**src/verilog/rx_pkg.sv**
```systemverilog
// Shared constants and types of the asynchronous serial receiver
package rx_pkg;

    // ****************************************************************
    // Register indices (byte address is four times the index)
    // ****************************************************************
    localparam int ADDR_W = 12;
    localparam logic [7:0] IDX_FLAGS = 8'h0c;
    localparam logic [7:0] IDX_RCSTAT = 8'h18;
    localparam logic [7:0] IDX_RXDATA = 8'h1a;
    localparam logic [7:0] IDX_ENABLES = 8'h8c;
    localparam logic [7:0] IDX_TXSTAT = 8'h98;
    localparam logic [7:0] IDX_DIVISOR = 8'h99;
    localparam logic [1:0] BYTE_LANE_BITS = 2'h0;

    // ****************************************************************
    // Field positions
    // ****************************************************************
    localparam int RCF_BIT = 5;
    localparam int RECEIVE_INTERRUPT_ENABLE_BIT = 5;
    localparam int SERIAL_PORT_ENABLE_BIT = 7;
    localparam int RX9_BIT = 6;
    localparam int CONTINUOUS_RECEIVE_ENABLE_BIT = 4;
    localparam int FRAMING_ERROR_BIT = 2;
    localparam int OVERRUN_ERROR_BIT = 1;
    localparam int SYNC_BIT = 4;
    localparam int HIGH_SPEED_BAUD_SELECT_BIT = 2;

    // ****************************************************************
    // Reset values and writable masks
    // ****************************************************************
    localparam logic [7:0] RCSTAT_RST = 8'h00;
    localparam logic [7:0] ENABLES_RST = 8'h00;
    localparam logic [7:0] TXSTAT_RST = 8'h02;
    localparam logic [7:0] DIVISOR_RST = 8'h00;
    localparam logic [7:0] RCSTAT_WMASK = 8'hf0;
    localparam logic [7:0] TXSTAT_WMASK = 8'hf5;

    // ****************************************************************
    // Oversampling timing, in ticks of the sixteen-times clock
    // ****************************************************************
    localparam logic [3:0] SMP_FIRST = 4'h7;
    localparam logic [3:0] SMP_SECOND = 4'h8;
    localparam logic [3:0] SMP_LAST = 4'h9;
    localparam logic [3:0] BIT_END = 4'hf;
    localparam logic [3:0] LAST_BIT_8 = 4'h7;
    localparam logic [3:0] LAST_BIT_9 = 4'h8;
    localparam logic [1:0] LOW_SPEED_PRE = 2'h3;

    // ****************************************************************
    // Types
    // ****************************************************************
    typedef enum logic [1:0] {RX_IDLE, RX_START, RX_DATA, RX_STOP} rx_state_t;

    typedef struct packed {
        logic framing_error;
        logic ninth;
        logic [7:0] data;
    } fifo_entry_t;

endpackage

```
**src/verilog/baud_tick_gen.sv**
```systemverilog
// Divider that makes the sixteen-times oversampling enable pulse
`timescale 1ns/1ps
module baud_tick_gen (
    input wire logic sys_clk,
    input wire logic rst_n,
    input wire logic run,
    input wire logic high_speed,
    input wire logic [7:0] divisor,
    output logic os_tick
);
    typedef struct packed {
        logic [7:0] cnt;
        logic [1:0] pre;
        logic tick;
    } baud_state_t;

    baud_state_t c;
    baud_state_t n;

    // Low speed divides a further four, so divisor steps are coarser there
    always_comb begin
        n = c;
        n.tick = 1'b0;
        if (!run) begin
            n.cnt = divisor;
            n.pre = 2'h0;
        end else if (c.cnt == 8'h00) begin
            n.cnt = divisor;
            n.pre = c.pre + 2'h1;
            n.tick = high_speed || (c.pre == rx_pkg::LOW_SPEED_PRE);
        end else begin
            n.cnt = c.cnt - 8'h01;
        end
    end

    always_ff @(posedge sys_clk or negedge rst_n) begin
        if (!rst_n) begin
            c <= '0;
        end else begin
            c <= n;
        end
    end

    assign os_tick = c.tick;
endmodule

```
**src/verilog/rx_fifo.sv**
```systemverilog
// Shift-style receive FIFO whose head entry sits in a register
`timescale 1ns/1ps
module rx_fifo #(
    parameter int DEPTH = 2
) (
    input wire logic sys_clk,
    input wire logic rst_n,
    input wire logic push,
    input rx_pkg::fifo_entry_t din,
    input wire logic pop,
    output rx_pkg::fifo_entry_t head,
    output logic full,
    output logic not_empty
);
    localparam int CW = $clog2(DEPTH + 1);

    typedef struct packed {
        logic [CW-1:0] cnt;
        rx_pkg::fifo_entry_t [DEPTH-1:0] e;
    } fifo_state_t;

    fifo_state_t c;
    fifo_state_t n;

    always_comb begin
        n = c;
        if (pop && (c.cnt != '0)) begin
            for (int i = 0; i < DEPTH - 1; i++) begin
                n.e[i] = c.e[i+1];
            end
            n.cnt = c.cnt - CW'(1);
        end
        if (push && (n.cnt < CW'(DEPTH))) begin
            n.e[n.cnt] = din;
            n.cnt = n.cnt + CW'(1);
        end
    end

    always_ff @(posedge sys_clk or negedge rst_n) begin
        if (!rst_n) begin
            c <= '0;
        end else begin
            c <= n;
        end
    end

    assign head = c.e[0];
    assign full = (c.cnt == CW'(DEPTH));
    assign not_empty = (c.cnt != '0);
endmodule

```
**src/verilog/async_serial_receiver.sv**
```systemverilog
// Asynchronous serial receiver with APB register slave
//
// The APB slave port was left to the implementer.
`timescale 1ns/1ps
module async_serial_receiver #(
    parameter int FIFO_DEPTH = 2
) (
    input wire logic sys_clk,
    input wire logic rst_n,
    input wire logic psel,
    input wire logic penable,
    input wire logic pwrite,
    input wire logic [rx_pkg::ADDR_W-1:0] paddr,
    input wire logic [31:0] pwdata,
    input wire logic [3:0] pstrb,
    output logic [31:0] prdata,
    output logic pready,
    output logic pslverr,
    input wire logic rx_pin,
    input wire logic sleep_mode,
    output logic rx_irq
);
    // ****************************************************************
    // Reset release
    // ****************************************************************
    logic [1:0] rst_pipe;
    logic rst_sync_n;

    always_ff @(posedge sys_clk or negedge rst_n) begin
        if (!rst_n) begin
            rst_pipe <= 2'h0;
        end else begin
            rst_pipe <= {rst_pipe[0], 1'b1};
        end
    end

    assign rst_sync_n = rst_pipe[1];

    // ****************************************************************
    // State
    // ****************************************************************
    typedef struct packed {
        logic [2:0] rxs;
        logic rx_level;
        logic armed;
        rx_pkg::rx_state_t st;
        logic [3:0] sub;
        logic [3:0] bits;
        logic [1:0] smp;
        logic [8:0] shift;
        logic overrun_error;
        logic [7:0] rcstat;
        logic [7:0] enables;
        logic [7:0] txstat;
        logic [7:0] divisor;
        logic [31:0] rdata;
        logic err;
        logic pop_ok;
    } rx_top_state_t;

    localparam rx_top_state_t RESET_STATE = '{
        rxs: 3'h7,
        rx_level: 1'b1,
        armed: 1'b0,
        st: rx_pkg::RX_IDLE,
        sub: 4'h0,
        bits: 4'h0,
        smp: 2'h0,
        shift: 9'h000,
        overrun_error: 1'b0,
        rcstat: rx_pkg::RCSTAT_RST,
        enables: rx_pkg::ENABLES_RST,
        txstat: rx_pkg::TXSTAT_RST,
        divisor: rx_pkg::DIVISOR_RST,
        rdata: 32'h0000_0000,
        err: 1'b0,
        pop_ok: 1'b0
    };

    rx_top_state_t c;
    rx_top_state_t n;

    logic os_tick;
    logic rx_active;
    logic vote;
    logic push;
    logic pop;
    logic fifo_full;
    logic rcf;
    rx_pkg::fifo_entry_t push_e;
    rx_pkg::fifo_entry_t head;
    logic [3:0] last_bit;
    logic [7:0] rd_val;
    logic rd_hit;
    logic [7:0] idx;

    // ****************************************************************
    // Submodules
    // ****************************************************************
    baud_tick_gen u_baud (
        .sys_clk(sys_clk),
        .rst_n(rst_sync_n),
        .run(rx_active),
        .high_speed(c.txstat[rx_pkg::HIGH_SPEED_BAUD_SELECT_BIT]),
        .divisor(c.divisor),
        .os_tick(os_tick)
    );

    rx_fifo #(.DEPTH(FIFO_DEPTH)) u_fifo (
        .sys_clk(sys_clk),
        .rst_n(rst_sync_n),
        .push(push),
        .din(push_e),
        .pop(pop),
        .head(head),
        .full(fifo_full),
        .not_empty(rcf)
    );

    // ****************************************************************
    // Receive path and register file
    // ****************************************************************
    assign rx_active = c.rcstat[rx_pkg::SERIAL_PORT_ENABLE_BIT] && !c.txstat[rx_pkg::SYNC_BIT]
        && c.rcstat[rx_pkg::CONTINUOUS_RECEIVE_ENABLE_BIT] && !sleep_mode;
    assign vote = (c.smp[0] & c.smp[1]) | (c.smp[0] & c.rx_level)
        | (c.smp[1] & c.rx_level);
    assign last_bit = c.rcstat[rx_pkg::RX9_BIT] ? rx_pkg::LAST_BIT_9 : rx_pkg::LAST_BIT_8;
    // Upper address bits are checked below so no register aliases higher up
    assign idx = paddr[9:2];

    always_comb begin
        rd_hit = 1'b1;
        rd_val = 8'h00;
        case (idx)
            rx_pkg::IDX_FLAGS: rd_val[rx_pkg::RCF_BIT] = rcf;
            rx_pkg::IDX_RCSTAT: rd_val = {c.rcstat[7:4], 1'b0, head.framing_error, c.overrun_error,
                head.ninth};
            rx_pkg::IDX_RXDATA: rd_val = head.data;
            rx_pkg::IDX_ENABLES: rd_val = c.enables;
            rx_pkg::IDX_TXSTAT: rd_val = c.txstat;
            rx_pkg::IDX_DIVISOR: rd_val = c.divisor;
            default: rd_hit = 1'b0;
        endcase
        if ((paddr[1:0] != rx_pkg::BYTE_LANE_BITS) || (paddr[rx_pkg::ADDR_W-1:10] != '0)) begin
            rd_hit = 1'b0;
            rd_val = 8'h00;
        end
    end

    always_comb begin
        n = c;
        push = 1'b0;
        push_e = '0;
        pop = 1'b0;
        // Only the second stage reads the first; a change counts once stages two and three agree
        n.rxs = {c.rxs[1:0], rx_pin};
        if (c.rxs[1] == c.rxs[2]) begin
            n.rx_level = c.rxs[2];
        end
        if (!c.rcstat[rx_pkg::CONTINUOUS_RECEIVE_ENABLE_BIT]) begin
            n.overrun_error = 1'b0;
        end
        if (!rx_active) begin
            n.st = rx_pkg::RX_IDLE;
            n.armed = 1'b0;
            n.sub = 4'h0;
        end else begin
            case (c.st)
                rx_pkg::RX_IDLE: begin
                    // Arming on a high level keeps a line stuck low from starting frames
                    if (c.rx_level) begin
                        n.armed = 1'b1;
                    end else if (c.armed) begin
                        n.st = rx_pkg::RX_START;
                        n.armed = 1'b0;
                        n.sub = 4'h0;
                    end
                end
                default: begin
                    if (os_tick) begin
                        n.sub = c.sub + 4'h1;
                        if (c.sub == rx_pkg::SMP_FIRST) begin
                            n.smp[0] = c.rx_level;
                        end
                        if (c.sub == rx_pkg::SMP_SECOND) begin
                            n.smp[1] = c.rx_level;
                        end
                        if (c.sub == rx_pkg::SMP_LAST) begin
                            case (c.st)
                                rx_pkg::RX_START: begin
                                    if (vote) begin
                                        n.st = rx_pkg::RX_IDLE;
                                    end
                                end
                                rx_pkg::RX_DATA: n.shift[c.bits] = vote;
                                rx_pkg::RX_STOP: begin
                                    n.st = rx_pkg::RX_IDLE;
                                    if (!c.overrun_error) begin
                                        if (fifo_full) begin
                                            n.overrun_error = 1'b1;
                                        end else begin
                                            push = 1'b1;
                                            push_e.framing_error = !vote;
                                            push_e.ninth = c.rcstat[rx_pkg::RX9_BIT]
                                                & c.shift[8];
                                            push_e.data = c.shift[7:0];
                                        end
                                    end
                                end
                                default: n.st = rx_pkg::RX_IDLE;
                            endcase
                        end
                        if (c.sub == rx_pkg::BIT_END) begin
                            if (c.st == rx_pkg::RX_START) begin
                                n.st = rx_pkg::RX_DATA;
                                n.bits = 4'h0;
                            end else if (c.bits == last_bit) begin
                                n.st = rx_pkg::RX_STOP;
                            end else begin
                                n.bits = c.bits + 4'h1;
                            end
                        end
                    end
                end
            endcase
        end
        // APB: read data and error are latched in setup, so the access phase is zero wait
        if (psel && !penable) begin
            n.rdata = {24'h00_0000, rd_val};
            n.err = !rd_hit;
            n.pop_ok = rd_hit && !pwrite && (idx == rx_pkg::IDX_RXDATA) && rcf;
        end
        if (psel && penable) begin
            n.pop_ok = 1'b0;
            pop = !pwrite && c.pop_ok;
            if (pwrite && pstrb[0] && rd_hit) begin
                case (idx)
                    rx_pkg::IDX_RCSTAT: n.rcstat = pwdata[7:0] & rx_pkg::RCSTAT_WMASK;
                    rx_pkg::IDX_ENABLES: n.enables = pwdata[7:0];
                    rx_pkg::IDX_TXSTAT: n.txstat = (pwdata[7:0] & rx_pkg::TXSTAT_WMASK)
                        | (rx_pkg::TXSTAT_RST & ~rx_pkg::TXSTAT_WMASK);
                    rx_pkg::IDX_DIVISOR: n.divisor = pwdata[7:0];
                    default: n.divisor = c.divisor;
                endcase
            end
        end
    end

    always_ff @(posedge sys_clk or negedge rst_sync_n) begin
        if (!rst_sync_n) begin
            c <= RESET_STATE;
        end else begin
            c <= n;
        end
    end

    assign prdata = c.rdata;
    assign pslverr = c.err && psel && penable;
    assign pready = 1'b1;
    assign rx_irq = rcf && c.enables[rx_pkg::RECEIVE_INTERRUPT_ENABLE_BIT];
endmodule

```
**config.mk**
```make
export PLATFORM = sky130hd
export DESIGN_NAME = async_serial_receiver
export DESIGN_NICKNAME = d
export VERILOG_FILES = /design/src/verilog/rx_pkg.sv /design/src/verilog/baud_tick_gen.sv /design/src/verilog/rx_fifo.sv /design/src/verilog/async_serial_receiver.sv
export SDC_FILE = /design/constraint.sdc
export NUM_CORES = 1
export LEC_CHECK = 0
export BUFFER_PORTS_ARGS = -buffer_cell sky130_fd_sc_hd__buf_2
export CAP_MARGIN = 40
export CORE_AREA = 5 5 122 89
export DETAILED_ROUTE_END_ITERATION = 10
export DIE_AREA = 0 0 127 94
export PLACE_DENSITY = 0.79
export RECOVER_POWER = 100
export SLEW_MARGIN = 20
export SYNTH_ARGS = -nofsm -noshare
export SYNTH_HDL_FRONTEND = slang
export SYNTH_SLANG_ARGS = --single-unit
```
**constraint.sdc**
```tcl
create_clock -name sys_clk -period 3.6 [get_ports sys_clk]
set_input_delay 0.36 -clock sys_clk [delete_from_list [all_inputs] [get_ports sys_clk]]
set_output_delay 0.36 -clock sys_clk [all_outputs]
set_load 0.005 [all_outputs]
```
==> results of run 1 <==
-- routing by layer --
metal  vias up  wire length (um)
li1       1694                 -
met1      1766              5190
met2       118              4810
met3        17               861
met4         0               158
met5         -                 0
-- stage by stage --
stage          cells  hold WS (ps)  power, mW
4_1_cts          634          93.7       2.19
3_5_place_dp     617           147       1.24
6_report         635           104       2.17
3_3_place_gp     616           146       1.23
5_1_grt          635          96.5       2.25
2_1_floorplan    497          64.4       1.21
-- report_power, final --
part | switching [mW] | leakage [nW] | internal [mW] | total (mW)
registers | 0.0122 | 1.33 | 1.11 | 1.12
clock network | 0.423 | 0.135 | 0.540 | 0.963
logic | 0.0605 | 1.20 | 0.0271 | 0.0876
-- cell usage in the layout (no fill, tap or decap), drive strengths merged, types with 4 or more instances in the layout --
cell and instances:
xnor2 5, dfstp 4, o21ai 18, nand2 29, nand3 11, inv 17
nor2 28, a21oi 16, mux2 65, a22oi 9, clkbuf 24, conb 26
nor4b 5, and3 5, a32o 4, nor3 10, mux2i 7, ha 19
nor4 9, nand2b 11, dfrtp 94, a221oi 4, o22ai 7, buf 27
nor2b 9
-- area by class of cell --
type                            count  area [um^2]  share of cell area [%]
Clock inverter                      6         66.3                    1.18
Sequential cell                    98         2460                    43.7
Multi-Input combinational cell    335         2450                    43.5
Inverter                           16         60.1                    1.07
Timing Repair Buffer               42          204                    3.63
Tap cell                          128          160                    2.85
Clock buffer                       10          229                    4.07
-- worst max-delay path, stage by stage, from the launching register on --
cell and delay [ps]:
dfrtp_1 330, inv_1 70, ha_1 280, nor2_1 140, nand4_1 380, mux2_1 540, ha_1 240, nand3_1 390
mux2_2 410
-- worst paths after layout --
check | from | end | slack [ps] | cells past startpoint
worst max-delay path | u_fifo.c[20]$_DFF_PN0_ | flip-flop | 690 | 8
worst min-delay path | rx_pin | c[90]$_DFF_PN1_ | 100 | 1
worst max register to register | u_fifo.c[20]$_DFF_PN0_ | flip-flop | 690 | 8
worst min register to register | c[90]$_DFF_PN1_ | c[91]$_DFF_PN1_ | 360 | 0
max in group asynchronous | rst_pipe[1]$_DFF_PN0_ | asynchronous set/reset pin | 1000 | 2
min in group asynchronous | rst_n | rst_pipe[0]$_DFF_PN0_ | 320 | 2
-- repair_timing --
action,in CTS,in global routing
hold buffers,1,0
setup endpoints to repair,0,0
hold endpoints to repair,2,0
-- cell families (layout without fill, tap and decap cells) --
group / count (synthesis) / count (layout)
and+or+nand+nor: 134 / 134
DFF: 98 / 98
AOI/OAI and AO/OA: 74 / 74
muxes: 72 / 72
buffers and inverters: 64 / 74
adders and majority gates: 21 / 21
xor gates and xnor gates: 8 / 8
other: 2 / 26
==> flow_summary.yaml, run 1 <==
synth:
  synth_top_cells_by_area: "dfrtp_1 (45%), mux2_2 (14%), buf_4 (4.7%)"
  synth_area_per_cell_um2: 11.1
  netlist_instances: 473
  netlist_area_um2: 5240
  yosysWarnings: 0
  synth_xor_area_share_pct: 1.34
  yosysTopAreaCell: "dfrtp_1"
  yosysMostFrequentCell: "dfrtp_1"
  synth-adder-area-share_pct: 4.92
  synth_common_cells: "dfrtp_1 (94), mux2_2 (64), buf_4 (33)"
  yosys.area_share.simple_pct: 14.8
  synth_seq_area_share_pct: 46.9
  yosys_register_bits: 98
  synth_compound_area_share_pct: 9.46
  synth_async_sr_flop_share_pct: 100
  synthMuxAreaShare_pct: 15.3
  synth.distinct_cells: 59
  synth-main-ff-cell: "dfrtp_1"
  synth_top_area_share_pct: 44.9
  synth_edf_count: 0
  synth_top_family_by_area: "multiplexers"
clock_tree:
  cts_resized: 0
  cts-root-buf: "clkbuf_16"
  ctsHtreeMaxLevel: 3
  clock-sinks: 98
  clk_latency_ps: 350
  cts_max_path_buffers: 2
  cts_made_buffers: 9
  cts_tree: "built"
  post-cts-setup-buffers: 0
  path_clk_slew_ps: 70
final_layout:
  nets: 576
  fillCellCount: 800
  fin_util_pct: 59.0
  fin_area_um2: 5620
  diodes: 0
  layout-drive-gt1-share_pct: 22.3
  area_growth_pct: 7.36
grt:
  use_met1_pct: 26.1
  grt_max_degree: 56
  use_met3_pct: 6.31
  use_met2_pct: 29.0
  grt_pass1_vias: 3714
  busiest_layer: "met2"
  overflow: 0
  track_usage_pct: 19.4
  antenna_found_initial: 0
  grt_pass1_wl_um: 18100
timing:
  fmax_mhz: 344
  final_max_slew_viol_count: 0
  worstMarginPinSlew_ps: 1380
  rsz0062_at_grt: "false"
  finalHoldViolations: 0
  setup-violations-final: 0
  period_needed_ps: 2910
  relSlewSlack_pct: 8.06
  fin_setup_tns_ps: 0
  fin_crit_sh_pct: 80.7
  worst_slack_ps: 694
  clock_skew_ps: 4.90
die:
  io_pins: 90
  fp.dieH_um: 94
  die-width_um: 127
  num_rows: 30
  core-area_um2: 9530
  initial_core_util_pct: 54.9
  dieArea_um2: 11900
power_and_ir_drop:
  ir_drop_mv: 0.300
  power_density_nw_per_um2: 386
  power_leakage_nw: 2.66
worst_setup_path:
  cp.required_ps: 3830
  crit_arrival_ps: 3140
  critPathCaptureType: "flip-flop"
  crit_fanout: 10
  critPathLaunchType: "flip-flop"
  criticalPathCategory: "reg2reg"
detailed_routing:
  drt_first_pass_iters: 5
  vias: 3595
  wirelength_um: 11000
  viasPerCell: 5.66
  ant_nets: 0
  drt_iter0_drc: 270
  wl_per_cell_um: 17.4
  drt_drc_violations_left: 0
placement:
  port_buffers: 37
  place_ws_ps: 1020
  place_hpwl_um: 8180
  post_dp_cell_area_um2: 5410
  gp_congestion: 0.872
run_status:
  outcome: "completed"
hold_path:
  holdCritPathClass: "in2reg"
flow_run:
  cap_violations: 0
Note: power is estimated with default switching activity, not from simulation.
==> run 2, diff against run 1 <==
--- a/config.mk
+++ b/config.mk
@@ -5,12 +5,13 @@
 export SDC_FILE = /design/constraint.sdc
 export NUM_CORES = 1
 export LEC_CHECK = 0
+export ABC_AREA = 1
 export BUFFER_PORTS_ARGS = -buffer_cell sky130_fd_sc_hd__buf_2
 export CAP_MARGIN = 40
-export CORE_AREA = 5 5 122 89
+export CORE_AREA = 5 5 128 94
 export DETAILED_ROUTE_END_ITERATION = 10
-export DIE_AREA = 0 0 127 94
-export PLACE_DENSITY = 0.79
+export DIE_AREA = 0 0 133 99
+export PLACE_DENSITY = 0.75
 export RECOVER_POWER = 100
 export SLEW_MARGIN = 20
 export SYNTH_ARGS = -nofsm -noshare
==> constraint.sdc (replaced) <==
create_clock -name sys_clk -period 2.6 [get_ports sys_clk]
set_input_delay 0.26 -clock sys_clk [delete_from_list [all_inputs] [get_ports sys_clk]]
set_output_delay 0.26 -clock sys_clk [all_outputs]
set_load 0.005 [all_outputs]
==> flow_summary.yaml, run 2 <==
run_status:
  outcome: "finished, violations left"
  violations: "max-capacitance violations, max-slew violations"
synth:
  synth_edf_count: 0
  synth_top_area_share_pct: 44.5
  synth.distinct_cells: 38
  synth_seq_area_share_pct: 46.5
  synth_async_sr_flop_share_pct: 100
  netlist_instances: 620
  yosysWarnings: 0
  synth_common_cells: "nand2_1 (162), dfrtp_1 (94), inv_1 (66)"
  yosysTopAreaCell: "dfrtp_1"
  synth-main-ff-cell: "dfrtp_1"
  netlist_area_um2: 5280
  synth_top_cells_by_area: "dfrtp_1 (45%), nand2_1 (12%), buf_4 (4.7%)"
  yosys_register_bits: 98
  yosysMostFrequentCell: "nand2_1"
  synth_area_per_cell_um2: 8.52
power_and_ir_drop:
  power_leakage_nw: 2.77
  power_density_nw_per_um2: 531
  ir_drop_mv: 0.287
worst_setup_path:
  crit_arrival_ps: 2520
  crit_start: "u_fifo.c[20]$_DFF_PN0_"
  path_buf_inv: 2
  reg2reg_depth: 10
  criticalPathCategory: "reg2reg"
  critPathCaptureType: "flip-flop"
  critPathLaunchType: "flip-flop"
  crit_fanout: 20
  r2r_slack_ps: 310
  crit_chain: "inv_1 > ha_1 > nor2_1 > nand3_1 > o21ai_1 > ha_1 > nand3_1 > buf_4 > nand2_1 > o21ai_0"
  crit_slowest_cell: "o21ai_1"
  slowest_delay_ps: 460
  cp.required_ps: 2830
  rr_startpoint: "u_fifo.c[20]$_DFF_PN0_"
  crit_cells: 10
  critical_path.top_delay_family: "compound AO/OA/AOI/OAI gates"
detailed_routing:
  wirelength_um: 10900
  viasPerCell: 4.99
  ant_nets: 0
  wl_per_cell_um: 13.6
  drt_iter0_drc: 369
  drt_first_pass_iters: 5
  drt_drc_violations_left: 0
  vias: 3974
die:
  fp.dieH_um: 99
  dieArea_um2: 13200
  core-area_um2: 10700
  initial_core_util_pct: 49.4
  die-width_um: 133
  num_rows: 32
  io_pins: 90
timing:
  clock_skew_ps: 9.22
  worstMarginPinSlew_ps: 1510
  finalHoldViolations: 0
  setup-violations-final: 0
  relSlewSlack_pct: -0.842
  fin_crit_sh_pct: 88.2
  fmax_mhz: 436
  period_needed_ps: 2290
  fin_setup_tns_ps: 0
  final_max_slew_viol_count: 40
  rsz0062_at_grt: "false"
final_layout:
  diodes: 0
  nets: 730
  layout_commonest_cell: "nand2_1"
  area_growth_pct: 6.84
  final_cell_mix: "nand2_1 (163), dfrtp_1 (94), inv_1 (66)"
  fin_area_um2: 5650
  layout-drive-gt1-share_pct: 11.8
grt:
  grt_pass1_wl_um: 18400
  grt_pass1_vias: 3885
  grt_max_degree: 41
  overflow: 0
  antenna_found_initial: 0
  track_usage_pct: 17.1
clock_tree:
  ctsHtreeMaxLevel: 3
  cts_made_buffers: 9
  clock-sinks: 98
  cts-root-buf: "clkbuf_16"
  cts_max_path_buffers: 2
  clk_latency_ps: 350
  path_clk_slew_ps: 60
  cts_tree: "built"
hold_path:
  holdCritPathClass: "in2reg"
  holdPathStages: 1
placement:
  place_hpwl_um: 8150
  gp_congestion: 0.876
  port_buffers: 37
  post_dp_cell_area_um2: 5480
flow_run:
  cap_violations: 1
[run 2: cell count changes in the layout (fill, tap and decap cells not counted), moves of 8 or more]
| cell | change |
|---|---|
| mux2_2 | -52 |
| inv_1 | +50 |
| o21ai_0 | +45 |
| nand3_1 | +23 |
| a22oi_1 | -9 |
| nor2_1 | +11 |
| o21ai_1 | +19 |
| nor4_1 | -9 |
| nand2b_1 | -11 |
| nor2b_1 | -8 |
| nand2_1 | +134 |
[run 2: cell type report]
class	count	area, um^2
clock buffers	13	260
clock inverters	3	47.5
fillers	979	5040
inverters	71	267
multi-input cells	432	2220
flip-flops and latches	98	2460
well taps	136	170
repair buffers	44	219
[run 2: power breakdown]
part	switching, mW	internal [mW]	leakage (nW)
Sequential	0.0134	1.53	1.32
Combinational	0.0619	0.0254	1.30
Clock	0.565	0.803	0.150
[run 2: worst min path at each step]
stage / startpoint / to / slack, ps
global placement: rst_n / rst_pipe[0]$_DFF_PN0_ / 50
floorplan: rst_n / rst_pipe[0]$_DFF_PN0_ / -40
finish: rx_pin / c[90]$_DFF_PN1_ / 7
global route: rx_pin / c[90]$_DFF_PN1_ / 3
detailed placement: rst_n / rst_pipe[0]$_DFF_PN0_ / 50
CTS: rx_pin / c[90]$_DFF_PN1_ / 1
[run 2: cells by family after synthesis]
| logic type | synth area share [%] |
|---|---|
| compound gates | 10.9 |
| other cells | 0.142 |
| xor+xnor | 1.33 |
| buf+inv | 11.0 |
| mux | 2.13 |
| simple gates | 23.3 |
| fa+ha+maj | 4.69 |
| flops | 46.5 |
[run 2: routing by layer]
layer | track usage, % | vias up | wire length (um) | part of all wire (%)
li1 | - | 2007 | - | -
met1 | 23.3 | 1870 | 5300 | 49
met2 | 27.1 | 89 | 4920 | 45
met3 | 5.36 | 8 | 553 | 5.1
met4 | 3.27 | 0 | 76 | 0.70
met5 | 0 | - | 0 | 0
[run 2: stage by stage]
stage          power (mW)  worst slack, ps  instances  utilization (%)  hold slack, ps
2_1_floorplan        1.65              598        644                -           -35.6
3_3_place_gp         1.67              421        780             51.2            46.9
3_5_place_dp         1.67              310        780             51.2            48.0
4_1_cts              3.04              301        797             54.2            1.43
5_1_grt              3.11             16.9        797             52.8            3.33
6_report             3.00              308        797             52.8            7.37
[run 2: repair_timing]
action                    in CTS  in global routing
hold buffers                   1                  0
resized for setup              0                  0
hold endpoints to repair       2                  0
setup buffers                  0                  0
